==> config.mk <==
export PLATFORM = sky130hd
export DESIGN_NAME = atc_handler
export DESIGN_NICKNAME = d
export VERILOG_FILES = /design/src/atc_pkg.sv /design/src/atc_handler.sv
export SDC_FILE = /design/constraint.sdc
export NUM_CORES = 1
export LEC_CHECK = 0
export BUFFER_PORTS_ARGS = -buffer_cell sky130_fd_sc_hd__buf_2
export CORE_ASPECT_RATIO = 0.7
export CORE_MARGIN = 4
export CORE_UTILIZATION = 56
export DETAILED_ROUTE_END_ITERATION = 10
export PLACE_DENSITY_LB_ADDON = 0.05
export SETUP_SLACK_MARGIN = 0.5
export SYNTH_ARGS = -nofsm -noshare
export SYNTH_HDL_FRONTEND = slang
export SYNTH_SLANG_ARGS = --single-unit
==> constraint.sdc <==
create_clock -name clk -period 3.9 [get_ports clk]
set_clock_uncertainty 0.1 [all_clocks]
set_input_delay 0.195 -clock clk [delete_from_list [all_inputs] [get_ports clk]]
set_output_delay 0.195 -clock clk [all_outputs]
set_load 0.02 [all_outputs]
==> src/atc_pkg.sv <==
// Package with frame layout, command codes and acknowledge codes for the telemetry command handler.
package atc_pkg;
  localparam int          FRAME_BITS   = 32;
  localparam logic [1:0]  START_CODE   = 2'h1;
  localparam logic [1:0]  CMD_READ     = 2'h3;
  localparam logic [1:0]  CMD_WR_HOLD  = 2'h1;
  localparam logic [1:0]  CMD_WR_COMMIT = 2'h0;
  localparam logic [3:0]  TYPE_IOUT    = 4'h2;
  localparam logic [3:0]  TYPE_TEMP    = 4'h3;
  localparam logic [3:0]  TYPE_VRESET  = 4'h4;
  localparam logic [3:0]  TYPE_PMODE   = 4'h5;
  localparam logic [3:0]  TYPE_STATUS  = 4'he;
  localparam logic [3:0]  TYPE_VERSION = 4'hf;
  localparam logic [3:0]  SEL_A        = 4'h0;
  localparam logic [3:0]  SEL_B        = 4'h1;
  localparam logic [3:0]  SEL_ALL      = 4'hf;
  localparam logic [1:0]  ACK_GOOD     = 2'h0;
  localparam logic [1:0]  ACK_BUSY     = 2'h1;
  localparam logic [1:0]  ACK_BADCRC   = 2'h2;
  localparam logic [1:0]  ACK_INVALID  = 2'h3;
  localparam logic [15:0] STATUS_RESET = 16'h0000;
  localparam logic [15:0] STATUS_WMASK = 16'h70fe;
  localparam logic [15:0] VERSION_WORD = 16'h0000;
  localparam logic [15:0] PMODE_WORD   = 16'h0000;
  localparam logic [15:0] READ_FILL    = 16'hffff;
  localparam logic [4:0]  RSVD_TAIL    = 5'h1f;
  localparam logic [2:0]  CRC_INIT     = 3'h0;
  localparam logic [4:0]  BIT_LAST     = 5'h1f;

  typedef struct packed {
    logic [1:0]  start;
    logic [1:0]  cmd;
    logic        group;
    logic [3:0]  ctype;
    logic [3:0]  sel;
    logic [15:0] data;
    logic [2:0]  crc;
  } atc_req_t;

  typedef struct packed {
    logic [1:0]  ack;
    logic        rsvd;
    logic [4:0]  summary;
    logic [15:0] data;
    logic [4:0]  tail;
    logic [2:0]  crc;
  } atc_rsp_t;

  typedef struct packed {
    logic [15:0] iout;
    logic [15:0] temp;
  } atc_tele_t;

  // Serial check code step for x^3 + x + 1.
  function automatic logic [2:0] atc_crc_step(input logic [2:0] c, input logic b);
    logic fb;
    fb = c[2] ^ b;
    return {c[1], c[0] ^ fb, fb};
  endfunction
endpackage

==> src/atc_handler.sv <==
// Slave-side command handler for the voltage scaling serial bus of a two-channel regulator.
`timescale 1ns/1ps
`default_nettype none
// Notes on behaviour
// - Current read returns 16-bit, 10 mA steps.
// - Current MSB forced zero; channels A, B only.
// - Temperature read returns signed 0.1 degree steps.
// - Temperature of selected channel A or B.
// - Voltage reset pulses boot request per channel.
// - Power mode accepted, writes ignored, reads zero.
// - Status resets zero, write one clears bits in STATUS_WMASK only.
// - Version read broadcast only, returns zero.
// - Frames carry three-bit check code both ways.
// - Acknowledge encodes good, busy, bad check, invalid.
// - Warning holds response line low until cleared.
// - Latch-off or disabled ignores bus entirely.
module atc_handler
  import atc_pkg::*;
(
  input  wire logic        clk,
  input  wire logic        nrst,
  input  wire logic        bus_clk,
  input  wire logic        bus_mdata,
  output logic             bus_sdata,
  input  wire logic [15:0] iout_a,
  input  wire logic [15:0] iout_b,
  input  wire logic [15:0] temp_a,
  input  wire logic [15:0] temp_b,
  input  wire logic [15:0] warn_set,
  input  wire logic [4:0]  summary_in,
  input  wire logic        busy,
  input  wire logic        latch_off,
  input  wire logic        conv_en,
  output logic [1:0]       boot_voltage_req,
  output logic [15:0]      status_word
);
  typedef enum logic [1:0] {ST_IDLE, ST_RECV, ST_SEND, ST_TAIL} atc_state_t;

  logic [2:0]  clk_sync_ff, md_sync_ff;
  logic [1:0]  blk_sync_ff;
  logic        clk_rise, clk_fall, blocked;

  atc_state_t  state_ff, nxt_state;
  logic [4:0]  cnt_ff, nxt_cnt;
  logic [31:0] sh_ff, nxt_sh;
  logic [2:0]  crc_ff, nxt_crc;
  logic [31:0] rsp_ff, nxt_rsp;
  logic [15:0] stat_ff, nxt_stat;
  logic [1:0]  boot_ff, nxt_boot;
  logic        sd_ff, nxt_sd;
  atc_req_t    req;
  atc_rsp_t    rsp;
  atc_tele_t   tele;
  logic [2:0]  rcrc;
  logic        chan_sel, bcast, wr, rd;

  assign clk_rise = clk_sync_ff[1] & ~clk_sync_ff[2];
  assign clk_fall = ~clk_sync_ff[1] & clk_sync_ff[2];
  assign blocked  = blk_sync_ff[1];

  always_ff @(posedge clk or negedge nrst)
  begin
    if (!nrst)
    begin
      clk_sync_ff <= 3'h0;
      md_sync_ff  <= 3'h7;
      blk_sync_ff <= 2'h3;
    end
    else
    begin
      clk_sync_ff <= {clk_sync_ff[1:0], bus_clk};
      md_sync_ff  <= {md_sync_ff[1:0], bus_mdata};
      blk_sync_ff <= {blk_sync_ff[0], latch_off | ~conv_en};
    end
  end

  always_comb
  begin
    nxt_state = state_ff;
    nxt_cnt   = cnt_ff;
    nxt_sh    = sh_ff;
    nxt_crc   = crc_ff;
    nxt_rsp   = rsp_ff;
    nxt_boot  = 2'h0;
    nxt_stat  = stat_ff | warn_set;
    nxt_sd    = sd_ff;
    req       = atc_req_t'(sh_ff);
    rcrc      = CRC_INIT;
    tele      = '0;
    rsp       = '0;
    chan_sel  = 1'b0;
    bcast     = 1'b0;
    wr        = 1'b0;
    rd        = 1'b0;
    case (state_ff)
      ST_IDLE:
      begin
        nxt_sd = ~(|stat_ff);
        if (!blocked && clk_rise && md_sync_ff[2:1] == 2'b00)
        begin
          nxt_state = ST_RECV;
          nxt_cnt   = 5'h1;
          nxt_sh    = 32'h0;
          nxt_crc   = atc_crc_step(CRC_INIT, 1'b0);
        end
      end
      ST_RECV:
      begin
        if (blocked)
          nxt_state = ST_IDLE;
        else if (clk_rise)
        begin
          nxt_sh = {sh_ff[30:0], md_sync_ff[2]};
          if (cnt_ff < 5'd29)
            nxt_crc = atc_crc_step(crc_ff, md_sync_ff[2]);
          nxt_cnt = cnt_ff + 5'h1;
          if (cnt_ff == BIT_LAST)
          begin
            req      = atc_req_t'(nxt_sh);
            chan_sel = req.sel == SEL_A || req.sel == SEL_B;
            bcast    = req.sel == SEL_ALL;
            rd       = req.cmd == CMD_READ;
            wr       = req.cmd == CMD_WR_HOLD || req.cmd == CMD_WR_COMMIT;
            tele.iout = (req.sel == SEL_B) ? iout_b : iout_a;
            tele.temp = (req.sel == SEL_B) ? temp_b : temp_a;
            rsp.data  = READ_FILL;
            if (crc_ff != req.crc || req.start != START_CODE)
              rsp.ack = ACK_BADCRC;
            else if (req.group)
              rsp.ack = ACK_INVALID;
            else if (busy)
              rsp.ack = ACK_BUSY;
            else
            begin
              rsp.ack = ACK_INVALID;
              case (req.ctype)
                TYPE_IOUT:
                  if (rd && chan_sel)
                  begin
                    rsp.ack  = ACK_GOOD;
                    rsp.data = {1'b0, tele.iout[14:0]};
                  end
                TYPE_TEMP:
                  if (rd && chan_sel)
                  begin
                    rsp.ack  = ACK_GOOD;
                    rsp.data = tele.temp;
                  end
                TYPE_VRESET:
                  if (wr && (chan_sel || bcast))
                  begin
                    rsp.ack  = ACK_GOOD;
                    nxt_boot = bcast ? 2'h3 : (req.sel == SEL_B ? 2'h2 : 2'h1);
                  end
                TYPE_PMODE:
                  if (chan_sel || bcast)
                  begin
                    rsp.ack = ACK_GOOD;
                    if (rd)
                      rsp.data = PMODE_WORD;
                  end
                TYPE_STATUS:
                  if (chan_sel || bcast)
                  begin
                    rsp.ack = ACK_GOOD;
                    if (rd)
                      rsp.data = stat_ff;
                    else
                      nxt_stat = (stat_ff & ~(req.data & STATUS_WMASK)) | warn_set;
                  end
                TYPE_VERSION:
                  if (rd && bcast)
                  begin
                    rsp.ack  = ACK_GOOD;
                    rsp.data = VERSION_WORD;
                  end
                default:
                  rsp.ack = ACK_INVALID;
              endcase
            end
            rsp.summary = {summary_in[4], |nxt_stat, summary_in[2:1], 1'b0};
            rsp.tail    = RSVD_TAIL;
            rcrc = CRC_INIT;
            for (int i = 31; i > 2; i--)
              rcrc = atc_crc_step(rcrc, rsp[i]);
            rsp.crc   = rcrc;
            nxt_rsp   = rsp;
            nxt_state = ST_SEND;
            nxt_cnt   = 5'h0;
          end
        end
      end
      ST_SEND:
      begin
        if (blocked)
          nxt_state = ST_IDLE;
        else if (clk_fall)
        begin
          nxt_sd  = rsp_ff[31];
          nxt_rsp = {rsp_ff[30:0], 1'b1};
        end
        else if (clk_rise)
        begin
          nxt_cnt = cnt_ff + 5'h1;
          if (cnt_ff == BIT_LAST)
            nxt_state = ST_TAIL;
        end
      end
      ST_TAIL:
      begin
        // The last response bit stays on the line until the link clock falls.
        if (blocked || clk_fall)
          nxt_state = ST_IDLE;
      end
      default:
        nxt_state = ST_IDLE;
    endcase
  end

  always_ff @(posedge clk or negedge nrst)
  begin
    if (!nrst)
    begin
      state_ff <= ST_IDLE;
      cnt_ff   <= 5'h0;
      sh_ff    <= 32'h0;
      crc_ff   <= CRC_INIT;
      rsp_ff   <= 32'h0;
      stat_ff  <= STATUS_RESET;
      boot_ff  <= 2'h0;
      sd_ff    <= 1'b1;
    end
    else
    begin
      state_ff <= nxt_state;
      cnt_ff   <= nxt_cnt;
      sh_ff    <= nxt_sh;
      crc_ff   <= nxt_crc;
      rsp_ff   <= nxt_rsp;
      stat_ff  <= nxt_stat;
      boot_ff  <= nxt_boot;
      sd_ff    <= nxt_sd;
    end
  end

  assign bus_sdata        = sd_ff;
  assign boot_voltage_req = boot_ff;
  assign status_word      = stat_ff;
endmodule
`default_nettype wire

Word level (Yosys, flattened, before mapping)
Index checks and enable logic that the tools add are counted.
{ "totals": {"ram_bits": 0, "memories": 0, "word_cells": 228, "romBits": 0, "out_inout_bits": 19, "inputBits": 92, "ff_bits": 100, "latchBits": 0} }
{ "classes": {"mux": 90, "add_sub_neg": 1, "n_reduce_logical": 29, "order_cmp": 1, "n_div": 0, "n_shift": 0, "n_eq_ne": 31, "n_bitwise": 65, "n_mul": 0} }
{ "ops": {"columns": ["cell", "count"], "rows": [
  ["2-to-1 mux 16 bit", 29],
  ["2-to-1 mux 32 bit", 5],
  ["2-to-1 mux 31 bit", 3],
  ["one-hot mux 16 bit (5 select lines)", 1],
  ["one-hot mux 32 bit (2 select lines)", 1],
  ["2-to-1 mux 2 bit", 31],
  ["one-hot mux 31 bit (2 select lines)", 1],
  ["bitwise XOR 1 bit", 49],
  ["2-to-1 mux 5 bit", 7],
  ["bitwise OR 16 bit", 2],
  ["OR reduction 16 bit", 2],
  ["inequality test 2 bit, second input constant", 10],
  ["bitwise AND 16 bit", 1],
  ["inverter 15 -> 16 bit", 1],
  ["one-hot mux 2 bit (4 select lines)", 2],
  ["2-to-1 mux 15 bit", 1],
  ["inequality test 3 bit, second input constant", 5],
  ["one-hot mux 5 bit (3 select lines)", 1],
  ["AND reduction 7 bit", 2],
  ["equality test 4 bit, second input constant", 3],
  ["2-to-1 mux 3 bit", 4],
  ["inverter 1 bit", 9],
  ["equality test 4 x 2 -> 1 bit, second input constant", 2],
  ["equality test 4 x 3 -> 1 bit, second input constant", 2],
  ["25 further kinds", 43]
]} }

Logic depth before layout (Yosys ltp)
Gate-level depths: netlist of run 1.
{ "logic_depth": {"ltp_word": 44, "depth_mapped": 13, "mapped_depth_nobuf": 10} }

Least setup slack after synthesis of run 1
No wires, ideal clock.
{ "synth_timing": {"kind": "reg-to-reg", "startpoint": "reg sh_ff[19]", "endpoint": "reg rsp_ff[1]", "t_arrival_ns": 3.126, "setup_slack_ns": 0.592, "required_ns": 3.718, "path_stages_with_launch": 14, "period_less_slack_ns": 3.308, "n_path_buf": 3, "setup_time_ns": 0.082, "cell_sequence": "dfrtp_1 buf_6 nor4b_4 buf_6 buf_4 mux4_2 a22oi_1 xnor2_1 xnor3_1 xnor2_1 nand2_1 xor2_1 or3_1 a31oi_1"} }
{ "synth_between": {"elab_chain_cells": 44, "word_cells_on_any_way": 100, "classes_between": "eq/ne: 2; mux: 40; bitwise: 51; reduce/logical: 7"} }
{ "synth_lines": {"columns": ["item", "line", "rtl"], "rows": [
  ["from (decl)", "atc_handler.sv:45", "logic [31:0] sh_ff, nxt_sh;"],
  ["from (signal assigned)", "atc_handler.sv:237", "sh_ff <= nxt_sh;"],
  ["equality test 4 x 1 -> 1 bit / zero test 4 bit (equally long branches)", "atc_handler.sv:120, atc_handler.sv:124, atc_handler.sv:125", null],
  ["logical OR 1 bit", "atc_handler.sv:120", "chan_sel = req.sel == SEL_A || req.sel == SEL_B;"],
  ["logical OR 1 bit", "atc_handler.sv:150, atc_handler.sv:156, atc_handler.sv:163", null],
  ["logical AND 1 bit", "atc_handler.sv:150", "if (wr && (chan_sel || bcast))"],
  ["2-to-1 mux 2 bit", "atc_handler.sv:150", null],
  ["one-hot mux 2 bit (4 select lines)", "atc_handler.sv:136", "case (req.ctype)"],
  ["2-to-1 mux 2 bit", "atc_handler.sv:131", "else if (busy)"],
  ["2-to-1 mux 2 bit", "atc_handler.sv:129", "else if (req.group)"],
  ["(+28 left out)", null, null],
  ["inverter 1 bit (no line)", null, null],
  ["bitwise XOR 1 bit", "atc_pkg.sv:58", "return {c[1], c[0] ^ fb, fb};"],
  ["inverter 1 bit (no line)", null, null],
  ["bitwise XOR 1 bit (*)", "atc_pkg.sv:58", null],
  ["2-to-1 mux 32 bit (*)", "atc_handler.sv:117", "if (cnt_ff == BIT_LAST)"],
  ["2-to-1 mux 32 bit (*)", "atc_handler.sv:111", "else if (clk_rise)"],
  ["2-to-1 mux 32 bit (*)", "atc_handler.sv:109", "if (blocked)"],
  ["one-hot mux 32 bit (2 select lines) (*)", "atc_handler.sv:95", "case (state_ff)"],
  ["to (signal assigned)", "atc_handler.sv:239", "rsp_ff <= nxt_rsp;"],
  ["to (decl)", "atc_handler.sv:47", "logic [31:0] rsp_ff, nxt_rsp;"]
]} }
Mark *: on every way between the ends. The rest lies on a longest branch, timed or not. The select of a mux whose other input is x is not followed.
A chain may end at the register's enable or synchronous reset.

Worst setup path after layout of run 1
{ "layout_timing": {"startpoint": "reg sh_ff[21]", "endpoint": "reg rsp_ff[2]"} }
{ "layout_between": {"elab_chain_cells": 43, "word_cells_on_any_way": 98, "classes_between": "eq/ne: 2; mux: 40; bitwise: 49; reduce/logical: 7"} }
{ "layout_lines": {"columns": ["item", "line"], "rows": [
  ["equality test 4 x 1 -> 1 bit / zero test 4 bit (equally long branches)", "atc_handler.sv:120, atc_handler.sv:124, atc_handler.sv:125"],
  ["logical OR 1 bit", "atc_handler.sv:120"],
  ["logical OR 1 bit", "atc_handler.sv:150, atc_handler.sv:156, atc_handler.sv:163"],
  ["logical AND 1 bit", "atc_handler.sv:150"],
  ["2-to-1 mux 2 bit", "atc_handler.sv:150"],
  ["one-hot mux 2 bit (4 select lines)", "atc_handler.sv:136"],
  ["2-to-1 mux 2 bit", "atc_handler.sv:131"],
  ["2-to-1 mux 2 bit", "atc_handler.sv:129"],
  ["(+27 left out)", null],
  ["inverter 1 bit (no line)", null],
  ["bitwise XOR 1 bit", "atc_pkg.sv:58"],
  ["inverter 1 bit (no line)", null],
  ["bitwise XOR 1 bit (*)", "atc_pkg.sv:58"],
  ["2-to-1 mux 32 bit (*)", "atc_handler.sv:117"],
  ["2-to-1 mux 32 bit (*)", "atc_handler.sv:111"],
  ["2-to-1 mux 32 bit (*)", "atc_handler.sv:109"],
  ["one-hot mux 32 bit (2 select lines) (*)", "atc_handler.sv:95"]
]} }
Marked as above.

==> results of run 1 <==
worst max-delay path: stages (launching register included):
cell	delay, ps
dfrtp_2	450
nor4b_4	330
buf_12	180
mux4_2	550
a22oi_4	190
xor2_1	190
xnor3_1	270
a21oi_2	190
xor2_2	190
xnor2_2	170
xnor3_1	440
o32ai_1	150
cell families after synthesis:
group	share of synthesized area, %
adders and majority gates	1.28
xor gates and xnor gates	5.70
DFF	42.6
buffers and inverters	4.76
and+or+nand+nor	20.0
muxes	7.12
AOI/OAI and AO/OA	18.5
per-stage QoR:
stage | cell area [um^2] | std cells
2_1_floorplan | 5890 | 637
3_5_place_dp | 6490 | 853
5_1_grt | 7110 | 898
4_1_cts | 7050 | 895
3_3_place_gp | 6490 | 853
6_report | 7110 | 898
synthesized netlist by cell type, drive strengths merged (5+ instances only):
master,instances
xnor3,5
clkbuf,22
xor2,6
nand3,17
mux4,15
a211o,8
nor2,42
nor3,7
ha,6
nand4,8
inv,17
o21ai,70
buf,13
or2,10
dfrtp,94
mux2i,7
nor4,7
o211ai,5
nand2,134
xnor2,15
or3,8
a21o,14
dfstp,6
nand2b,5
a22oi,9
a21oi,37
registers in the layout (all words and copies together), names as in the netlist:
register / flops
blk_sync_ff: 2
boot_voltage_req: 2
bus_sdata: 1
clk_sync_ff: 3
cnt_ff: 5
crc_ff: 3
md_sync_ff: 3
rsp_ff: 32
sh_ff: 31
state_ff: 2
status_word: 16
worst max-delay path by stage:
stage	from	endpoint	slack, ps	cells past startpoint
3_3_place_gp	sh_ff[19]$_DFFE_PN0P_	rsp_ff[2]$_DFFE_PN0P_	370	11
3_5_place_dp	sh_ff[19]$_DFFE_PN0P_	rsp_ff[2]$_DFFE_PN0P_	300	11
5_1_grt	sh_ff[21]$_DFFE_PN0P_	rsp_ff[2]$_DFFE_PN0P_	180	11
6_report	sh_ff[21]$_DFFE_PN0P_	rsp_ff[2]$_DFFE_PN0P_	390	11
4_1_cts	sh_ff[20]$_DFFE_PN0P_	rsp_ff[2]$_DFFE_PN0P_	380	11
2_1_floorplan	sh_ff[19]$_DFFE_PN0P_	rsp_ff[1]$_DFFE_PN0P_	590	13
report_power, final:
part / total [mW] / internal [mW] / switching (mW)
clock: 0.887 / 0.462 / 0.425
sequential: 1.22 / 1.14 / 0.0845
combinational: 0.658 / 0.256 / 0.402
final cells by class:
| cell class | instances | area (um^2) | share of cell area (%) |
|---|---|---|---|
| multi-input combinational | 484 | 3150 | 44.2 |
| sequential | 100 | 2510 | 35.3 |
| timing repair buffer | 148 | 926 | 13.0 |
| clock buffer | 10 | 239 | 3.36 |
| tap | 132 | 165 | 2.32 |
| inverter | 18 | 67.6 | 0.950 |
| clock inverter | 6 | 56.3 | 0.792 |
repair_timing:
action | in CTS | in global routing
hold buffers | 21 | 0
gates resized for setup | 5 | 6
endpoints found under the setup margin | 3 | 3
pin swaps | 2 | 2
endpoints found under the hold margin | 88 | 0
setup buffers | 5 | 3
per-layer routing:
layer,vias to the layer above,share of wire [%],wire length [um],track usage (%)
met5,-,0,0,0
met4,0,1.7,275,7.53
met3,28,9.8,1610,5.34
met2,255,45,7500,42.9
met1,2506,43,7100,38.3
li1,2509,-,-,-
==> reports/results.ini, run 1 <==
[outcome]
status = finished clean

[layout]
final_util_pct = 68.9
antenna_cells = 0
drive_above_1_share_pct = 26.9
layout_common_cells = 134 x nand2_1, 105 x buf_2, 91 x dfrtp_1, 69 x o21ai_0, 39 x nor2_1
syn_to_final_growth_pct = 20.9
nFillCells = 817
layout_commonest_cell = nand2_1
final_nets = 859

[logic_synthesis]
synth_edf_count = 0
synth_top_area_cell = dfrtp_1
postSynthAreaPerCell_um2 = 9.24
synthDominantCellAreaShare_pct = 40.0
synth_area_mm2 = 0.00589
yosys_warnings = 0
ys_async_sr_fraction_pct = 100
synth_cells = 637
yosys-top-cells-area = dfrtp_1 40%, nand2_1 8.5%, o21ai_0 5.9%
synth.distinct_cells = 72
ys_ff_latch = 100
ys.flop_type = dfrtp_1
syn_nets = 735
yosysSeqAreaShare_pct = 42.6

[cts]
clk_pin_slew_ps = 70
htree_levels = 3
cts_root_buf = clkbuf_16
numCtsBuffers = 9
cts_sinks = 100
clk_latency_ps = 350
cts_tree = yes
clock_path_buffers = 2

[floorplan]
start_util_pct = 57.0
die_area_mm2 = 0.0122
die_y_um = 93.8
die_w_um = 131
rows = 31
core_area_mm2 = 0.0103
io_pins = 111

[global_routing]
grt_pass1_vias = 5047
grt_usage_pct = 27.1
grt.overflow.total = 0
grt_pass1_wl_um = 25700
grt_antenna_before_repair = 0
grt_max_degree = 74

[setup_path]
r2r_slack_ps = 390
critPathLaunchType = flip-flop
rr_startpoint = sh_ff[21]$_DFFE_PN0P_
crit_arrival_ps = 3650
cp_max_fo = 11
critical_path_class = flip-flop to flip-flop
cp.required_ps = 4040
end_kind = flip-flop
reg2regPathDepth = 11
r2r-end = rsp_ff[2]$_DFFE_PN0P_

[sta]
fin_setup_tns_ps = 0
fmax_mhz = 285
rsz0062_at_grt = yes
max_slew_margin_pct = 37.6
period_share_pct = 90.1
worstMarginPinSlew_ps = 936
worst_slack_ps = 386
hold_viol = 0
hold_slack_ps = 120
setup_viol = 0
period_minus_slack_ps = 3510
drv_slew = 0

[hold_path]
worstHoldEndpoint = rsp_ff[26]$_DFFE_PN0P_
min_from = summary_in[2]
holdPathStages = 3
min_path_type = input pin to flip-flop

[pwr]
power_leakage_nw = 2.95
ir_worst_vdd_uv = 258
p_per_area_mw_per_mm2 = 389
power_mw = 2.77

[place]
dp_slack_ps = 298
numPortBuffers = 106
place_congestion = 0.899
hpwl_um = 11900

[drt]
drt_iter0_markers = 552
routed_wl_um = 16500
drc = 0
first_pass_iters = 6
antenna_left = 0
vias = 5298
vias_per_cell = 5.90
wl_per_cell_um = 18.4

[job]
cap_violations = 0

(Power assumes the default switching activity.)
==> run 2: changes to the inputs <==
RECOVER_POWER = 100   (was not set)
==> reports/results.ini, run 2 (same netlist as run 1, synthesis figures left out) <==
[outcome]
status = finished, violations left
violations = capacitance limit, slew limit

[setup_path]
crit_arrival_ps = 3710
cp_slowest_cell = mux4_2
crit_path_frequent_cell = xnor3_1
crit_family = XOR/XNOR gates
path_cells = nor4b_2, buf_12, mux4_2, a22oi_4, xor2_1, xnor3_1, a21oi_2, xor2_2, xnor2_2, xnor3_1, o32ai_1
cpPeakStageDelay_ps = 550
crit_buf_inv = 1
critPathLaunchType = flip-flop
cp.required_ps = 4040
end_kind = flip-flop
critical_path_class = flip-flop to flip-flop
cp_max_fo = 11

[layout]
drive_above_1_share_pct = 23.4
stdcell_count = 898
layout_common_cells = 134 x nand2_1, 91 x dfrtp_1, 86 x buf_2, 69 x o21ai_0, 40 x nor2_1
fin_area_mm2 = 0.00704
largest_reg_flops = 32
final_nets = 859
layout_commonest_cell = nand2_1
final_util_pct = 68.3
syn_to_final_growth_pct = 19.7
nFillCells = 839
antenna_cells = 0
top_register = rsp_ff

[hold_path]
min_path_type = input pin to flip-flop

[pwr]
p_sw_share_pct = 33.0
intPower_mw = 1.85
power_frac_comb_pct = 23.5
power_leakage_nw = 2.90
power_mw = 2.76
p_sw_mw = 0.909
p_clk_share_pct = 32.1
p_per_area_mw_per_mm2 = 391
seqPwrFrac_pct = 44.4
ir_worst_vdd_uv = 257

[floorplan]
die_area_mm2 = 0.0122
rows = 31
die_y_um = 93.8
die_w_um = 131
core_area_mm2 = 0.0103
io_pins = 111
start_util_pct = 57.0

[global_routing]
grt_max_degree = 74
grt_antenna_before_repair = 0
grt_pass1_wl_um = 25700
grt_usage_pct = 27.1
grt.overflow.total = 0
grt_pass1_vias = 5047

[sta]
fmax_mhz = 280
drv_slew = 74
worstMarginPinSlew_ps = 1840
max_slew_margin_pct = -22.6
period_minus_slack_ps = 3570
hold_viol = 0
worst_slack_ps = 330
rsz0062_at_grt = yes
setup_viol = 0
period_share_pct = 91.5
fin_setup_tns_ps = 0
hold_slack_ps = 128

[cts]
numCtsBuffers = 9
cts_root_buf = clkbuf_16
clock_path_buffers = 2
clk_pin_slew_ps = 70
cts_tree = yes
htree_levels = 3
cts_sinks = 100
clk_latency_ps = 350

[drt]
drc = 0
vias_per_cell = 5.91
wl_per_cell_um = 18.4
antenna_left = 0
vias = 5307
first_pass_iters = 6
routed_wl_um = 16500
drt_iter0_markers = 492

[place]
hpwl_um = 11900
dp_slack_ps = 298
place_congestion = 0.899
numPortBuffers = 106
dp_cells = 853
place_area_mm2 = 0.00649

[job]
cap_violations = 1

run 2: worst paths after layout:
check                                         start                   endpoint  slack [ps]  depth (start not counted)
min in group asynchronous                      nrst     rsp_ff[10]$_DFFE_PN0P_         780                          2
max in group asynchronous                      nrst  status_word[10]$_DFF_PN0_         740                          3
min reg2reg                clk_sync_ff[0]$_DFF_PN0_   clk_sync_ff[1]$_DFF_PN0_         250                          0
max                           sh_ff[21]$_DFFE_PN0P_      rsp_ff[2]$_DFFE_PN0P_         330                         11
max reg2reg                   sh_ff[21]$_DFFE_PN0P_      rsp_ff[2]$_DFFE_PN0P_         330                         11
min                                   summary_in[2]     rsp_ff[26]$_DFFE_PN0P_         130                          3
run 2: routing by layer:
metal	GRT usage [%]	vias up	wire length (um)	part of all wire (%)
met1	38.3	2513	7170	43
met4	7.53	0	261	1.6
met2	42.9	261	7520	46
li1	-	2508	-	-
met3	5.34	25	1540	9.3
met5	0	-	0	0
run 2: tightest hold or removal path, stage by stage:
cell and delay, ps:
buf_2 130, mux2i_1 120, o21ai_0 80
run 2: layout make-up:
type	instances	area, um^2	share of cell area (%)
clock buffer	10	239	3.39
tap	132	165	2.34
inverter	18	67.6	0.959
multi-input combinational	484	3130	44.4
clock inverter	6	56.3	0.799
sequential	100	2510	35.7
timing repair buffer	148	873	12.4
run 2: power by group through the flow:
stage | Combinational, mW | Sequential (mW) | Clock (mW)
final | 0.648 | 1.22 | 0.885
after detailed placement | 0.635 | 1.24 | 0
after floorplan | 0.446 | 1.22 | 0
after global placement | 0.609 | 1.23 | 0
after CTS | 0.655 | 1.22 | 0.903
after global routing | 0.719 | 1.24 | 0.948
run 2: repair_timing:
item | 4_1_cts | 5_1_grt
buffers inserted | 5 | 3
pin swaps | 2 | 2
hold buffers | 21 | 0
gates cloned | 0 | 0
endpoints found under the setup margin | 3 | 3
gates resized for setup | 5 | 6
endpoints found under the hold margin | 88 | 0
==> run 3: changes to the inputs <==
ABC_AREA = 1   (was not set)
==> reports/results.ini, run 3 <==
[floorplan]
die_y_um = 99.2
rows = 32
die_area_mm2 = 0.0137
start_util_pct = 58.9
die_w_um = 138
io_pins = 111
core_area_mm2 = 0.0113

[setup_path]
cp_max_fo = 5
worstSetupPathDepth = 32
crit_path_frequent_cell = nand2_2
cp.required_ps = 4040
crit_arrival_ps = 4150
end_kind = flip-flop
cp_slowest_cell = dfstp_2
reg2regPathDepth = 32
critPathLaunchType = flip-flop
cpPeakStageDelay_ps = 560
crit_buf_inv = 3
critical_path_class = flip-flop to flip-flop
crit_family = simple AND/OR/NAND/NOR gates

[pwr]
power_mw = 3.23
p_per_area_mw_per_mm2 = 393
power_leakage_nw = 4.07
ir_worst_vdd_uv = 306

[logic_synthesis]
syn_nets = 1040
yosys_warnings = 0
ys.flop_type = dfrtp_1
synth_area_mm2 = 0.00665
ys_async_sr_fraction_pct = 100
synth_cells = 942
synthDominantCellAreaShare_pct = 35.4
ys_ff_latch = 100
synth.distinct_cells = 43
synth_edf_count = 0
postSynthAreaPerCell_um2 = 7.06
yosysMostFrequentCell = nand2_1
synth_top_area_cell = dfrtp_1
yosysSeqAreaShare_pct = 37.8
yosys-top-cells-count = 197 x nand2_1, 140 x inv_1, 105 x o21ai_0
yosys-top-cells-area = dfrtp_1 35%, nand2_1 11%, inv_1 7.9%

[drt]
routed_wl_um = 19600
vias = 6996
vias_per_cell = 5.66
drt_iter0_markers = 654
wl_per_cell_um = 15.9
antenna_left = 0
first_pass_iters = 6
drc = 0

[global_routing]
grt_pass1_vias = 6175
grt_usage_pct = 27.3
grt_pass1_wl_um = 30800
grt_antenna_before_repair = 0
grt_max_degree = 66
grt.overflow.total = 0

[layout]
syn_to_final_growth_pct = 23.6
layout_commonest_cell = nand2_1
antenna_cells = 0
top_register = rsp_ff
nFillCells = 910
drive_above_1_share_pct = 23.4
layout_common_cells = 169 x nand2_1, 138 x inv_1, 105 x o21ai_0, 94 x dfrtp_1, 86 x buf_2
fin_area_mm2 = 0.00822
final_nets = 1175
largest_reg_flops = 32

[place]
place_area_mm2 = 0.00739
place_congestion = 0.950
numPortBuffers = 106
hpwl_um = 13600

[cts]
numCtsBuffers = 9
cts_tree = yes
cts_sinks = 100
clock_path_buffers = 2
clk_pin_slew_ps = 80
clk_latency_ps = 350
cts_root_buf = clkbuf_16
htree_levels = 3

[sta]
max_slew_margin_pct = -5.85
drv_slew = 66
rsz0062_at_grt = yes
worst_slack_ps = -112
worstMarginPinSlew_ps = 1590
hold_viol = 0
setup_viol = 3
period_minus_slack_ps = 4010
fmax_mhz = 249
hold_slack_ps = 5.43
period_share_pct = 103

[hold_path]
holdPathStages = 3
min_path_type = input pin to flip-flop

[job]
cap_violations = 1

[outcome]
status = finished, violations left
violations = capacitance limit, slew limit, setup timing

[run 3: path summary, 6_finish.rpt]
check | startpoint | end | slack [ps]
setup / recovery | md_sync_ff[2]$_DFF_PN1_ | rsp_ff[1]$_DFFE_PN0P_ | -110
hold / removal | summary_in[2] | rsp_ff[26]$_DFFE_PN0P_ | 5
setup reg to reg | md_sync_ff[2]$_DFF_PN1_ | rsp_ff[1]$_DFFE_PN0P_ | -110
hold reg to reg | clk_sync_ff[0]$_DFF_PN0_ | clk_sync_ff[1]$_DFF_PN0_ | 250
max in group asynchronous | nrst | rsp_ff[9]$_DFFE_PN0P_ | 1260
min in group asynchronous | nrst | sh_ff[15]$_DFFE_PN0P_ | 650
[run 3: layout make-up]
| type | instances | area [um^2] | share of cell area [%] |
|---|---|---|---|
| Timing Repair Buffer | 162 | 953 | 11.6 |
| Clock buffer | 10 | 229 | 2.79 |
| Inverter | 144 | 544 | 6.62 |
| Tap cell | 153 | 191 | 2.33 |
| Clock inverter | 6 | 53.8 | 0.655 |
| Multi-Input combinational cell | 660 | 3730 | 45.5 |
| Sequential cell | 100 | 2510 | 30.5 |
[run 3: timing repair]
action,CTS,global route
endpoints found under the hold margin,66,0
setup endpoints to repair,3,12
buffers inserted,7,14
gates cloned,0,0
hold buffers,11,0
resized for setup,21,55
pin swaps,8,24
[run 3: metal layers]
layer / GRT usage, % / wire, um
met4: 5.01 / 308
met1: 42.0 / 9250
met3: 5.72 / 1580
met2: 40.0 / 8450
met5: 0 / 0
[run 3: cell families (layout without fill, tap and decap cells)]
kind of cell	after synthesis	count (layout)	synth area share [%]
flops	100	100	37.8
fa+ha+maj	6	6	1.13
buf+inv	182	322	10.5
xor+xnor	7	7	1.26
simple gates	446	446	31.6
compound gates	201	201	17.7
[run 3: per-stage QoR]
step	setup TNS (ps)	util, %	setup slack (ps)	cells
6_report	-252	72.8	-112	1235
5_1_grt	-1090	72.8	-376	1235
4_1_cts	0	70.2	201	1221
3_5_place_dp	0	65.5	95.1	1187
3_3_place_gp	0	65.5	137	1187
2_1_floorplan	0	-	543	942
[run 3: where the power goes]
part / switching [mW] / internal, mW / leakage (nW)
registers: 0.103 / 1.24 / 1.20
clock network: 0.422 / 0.447 / 0.141
logic: 0.661 / 0.356 / 2.73
[run 3: worst reg2reg max path, delay by kind of cell, from the launching register on]
family          cells  cell delay, ps
simple gates       27            2780
compound gates      2             250
buf+inv             3             210
flops               1             560
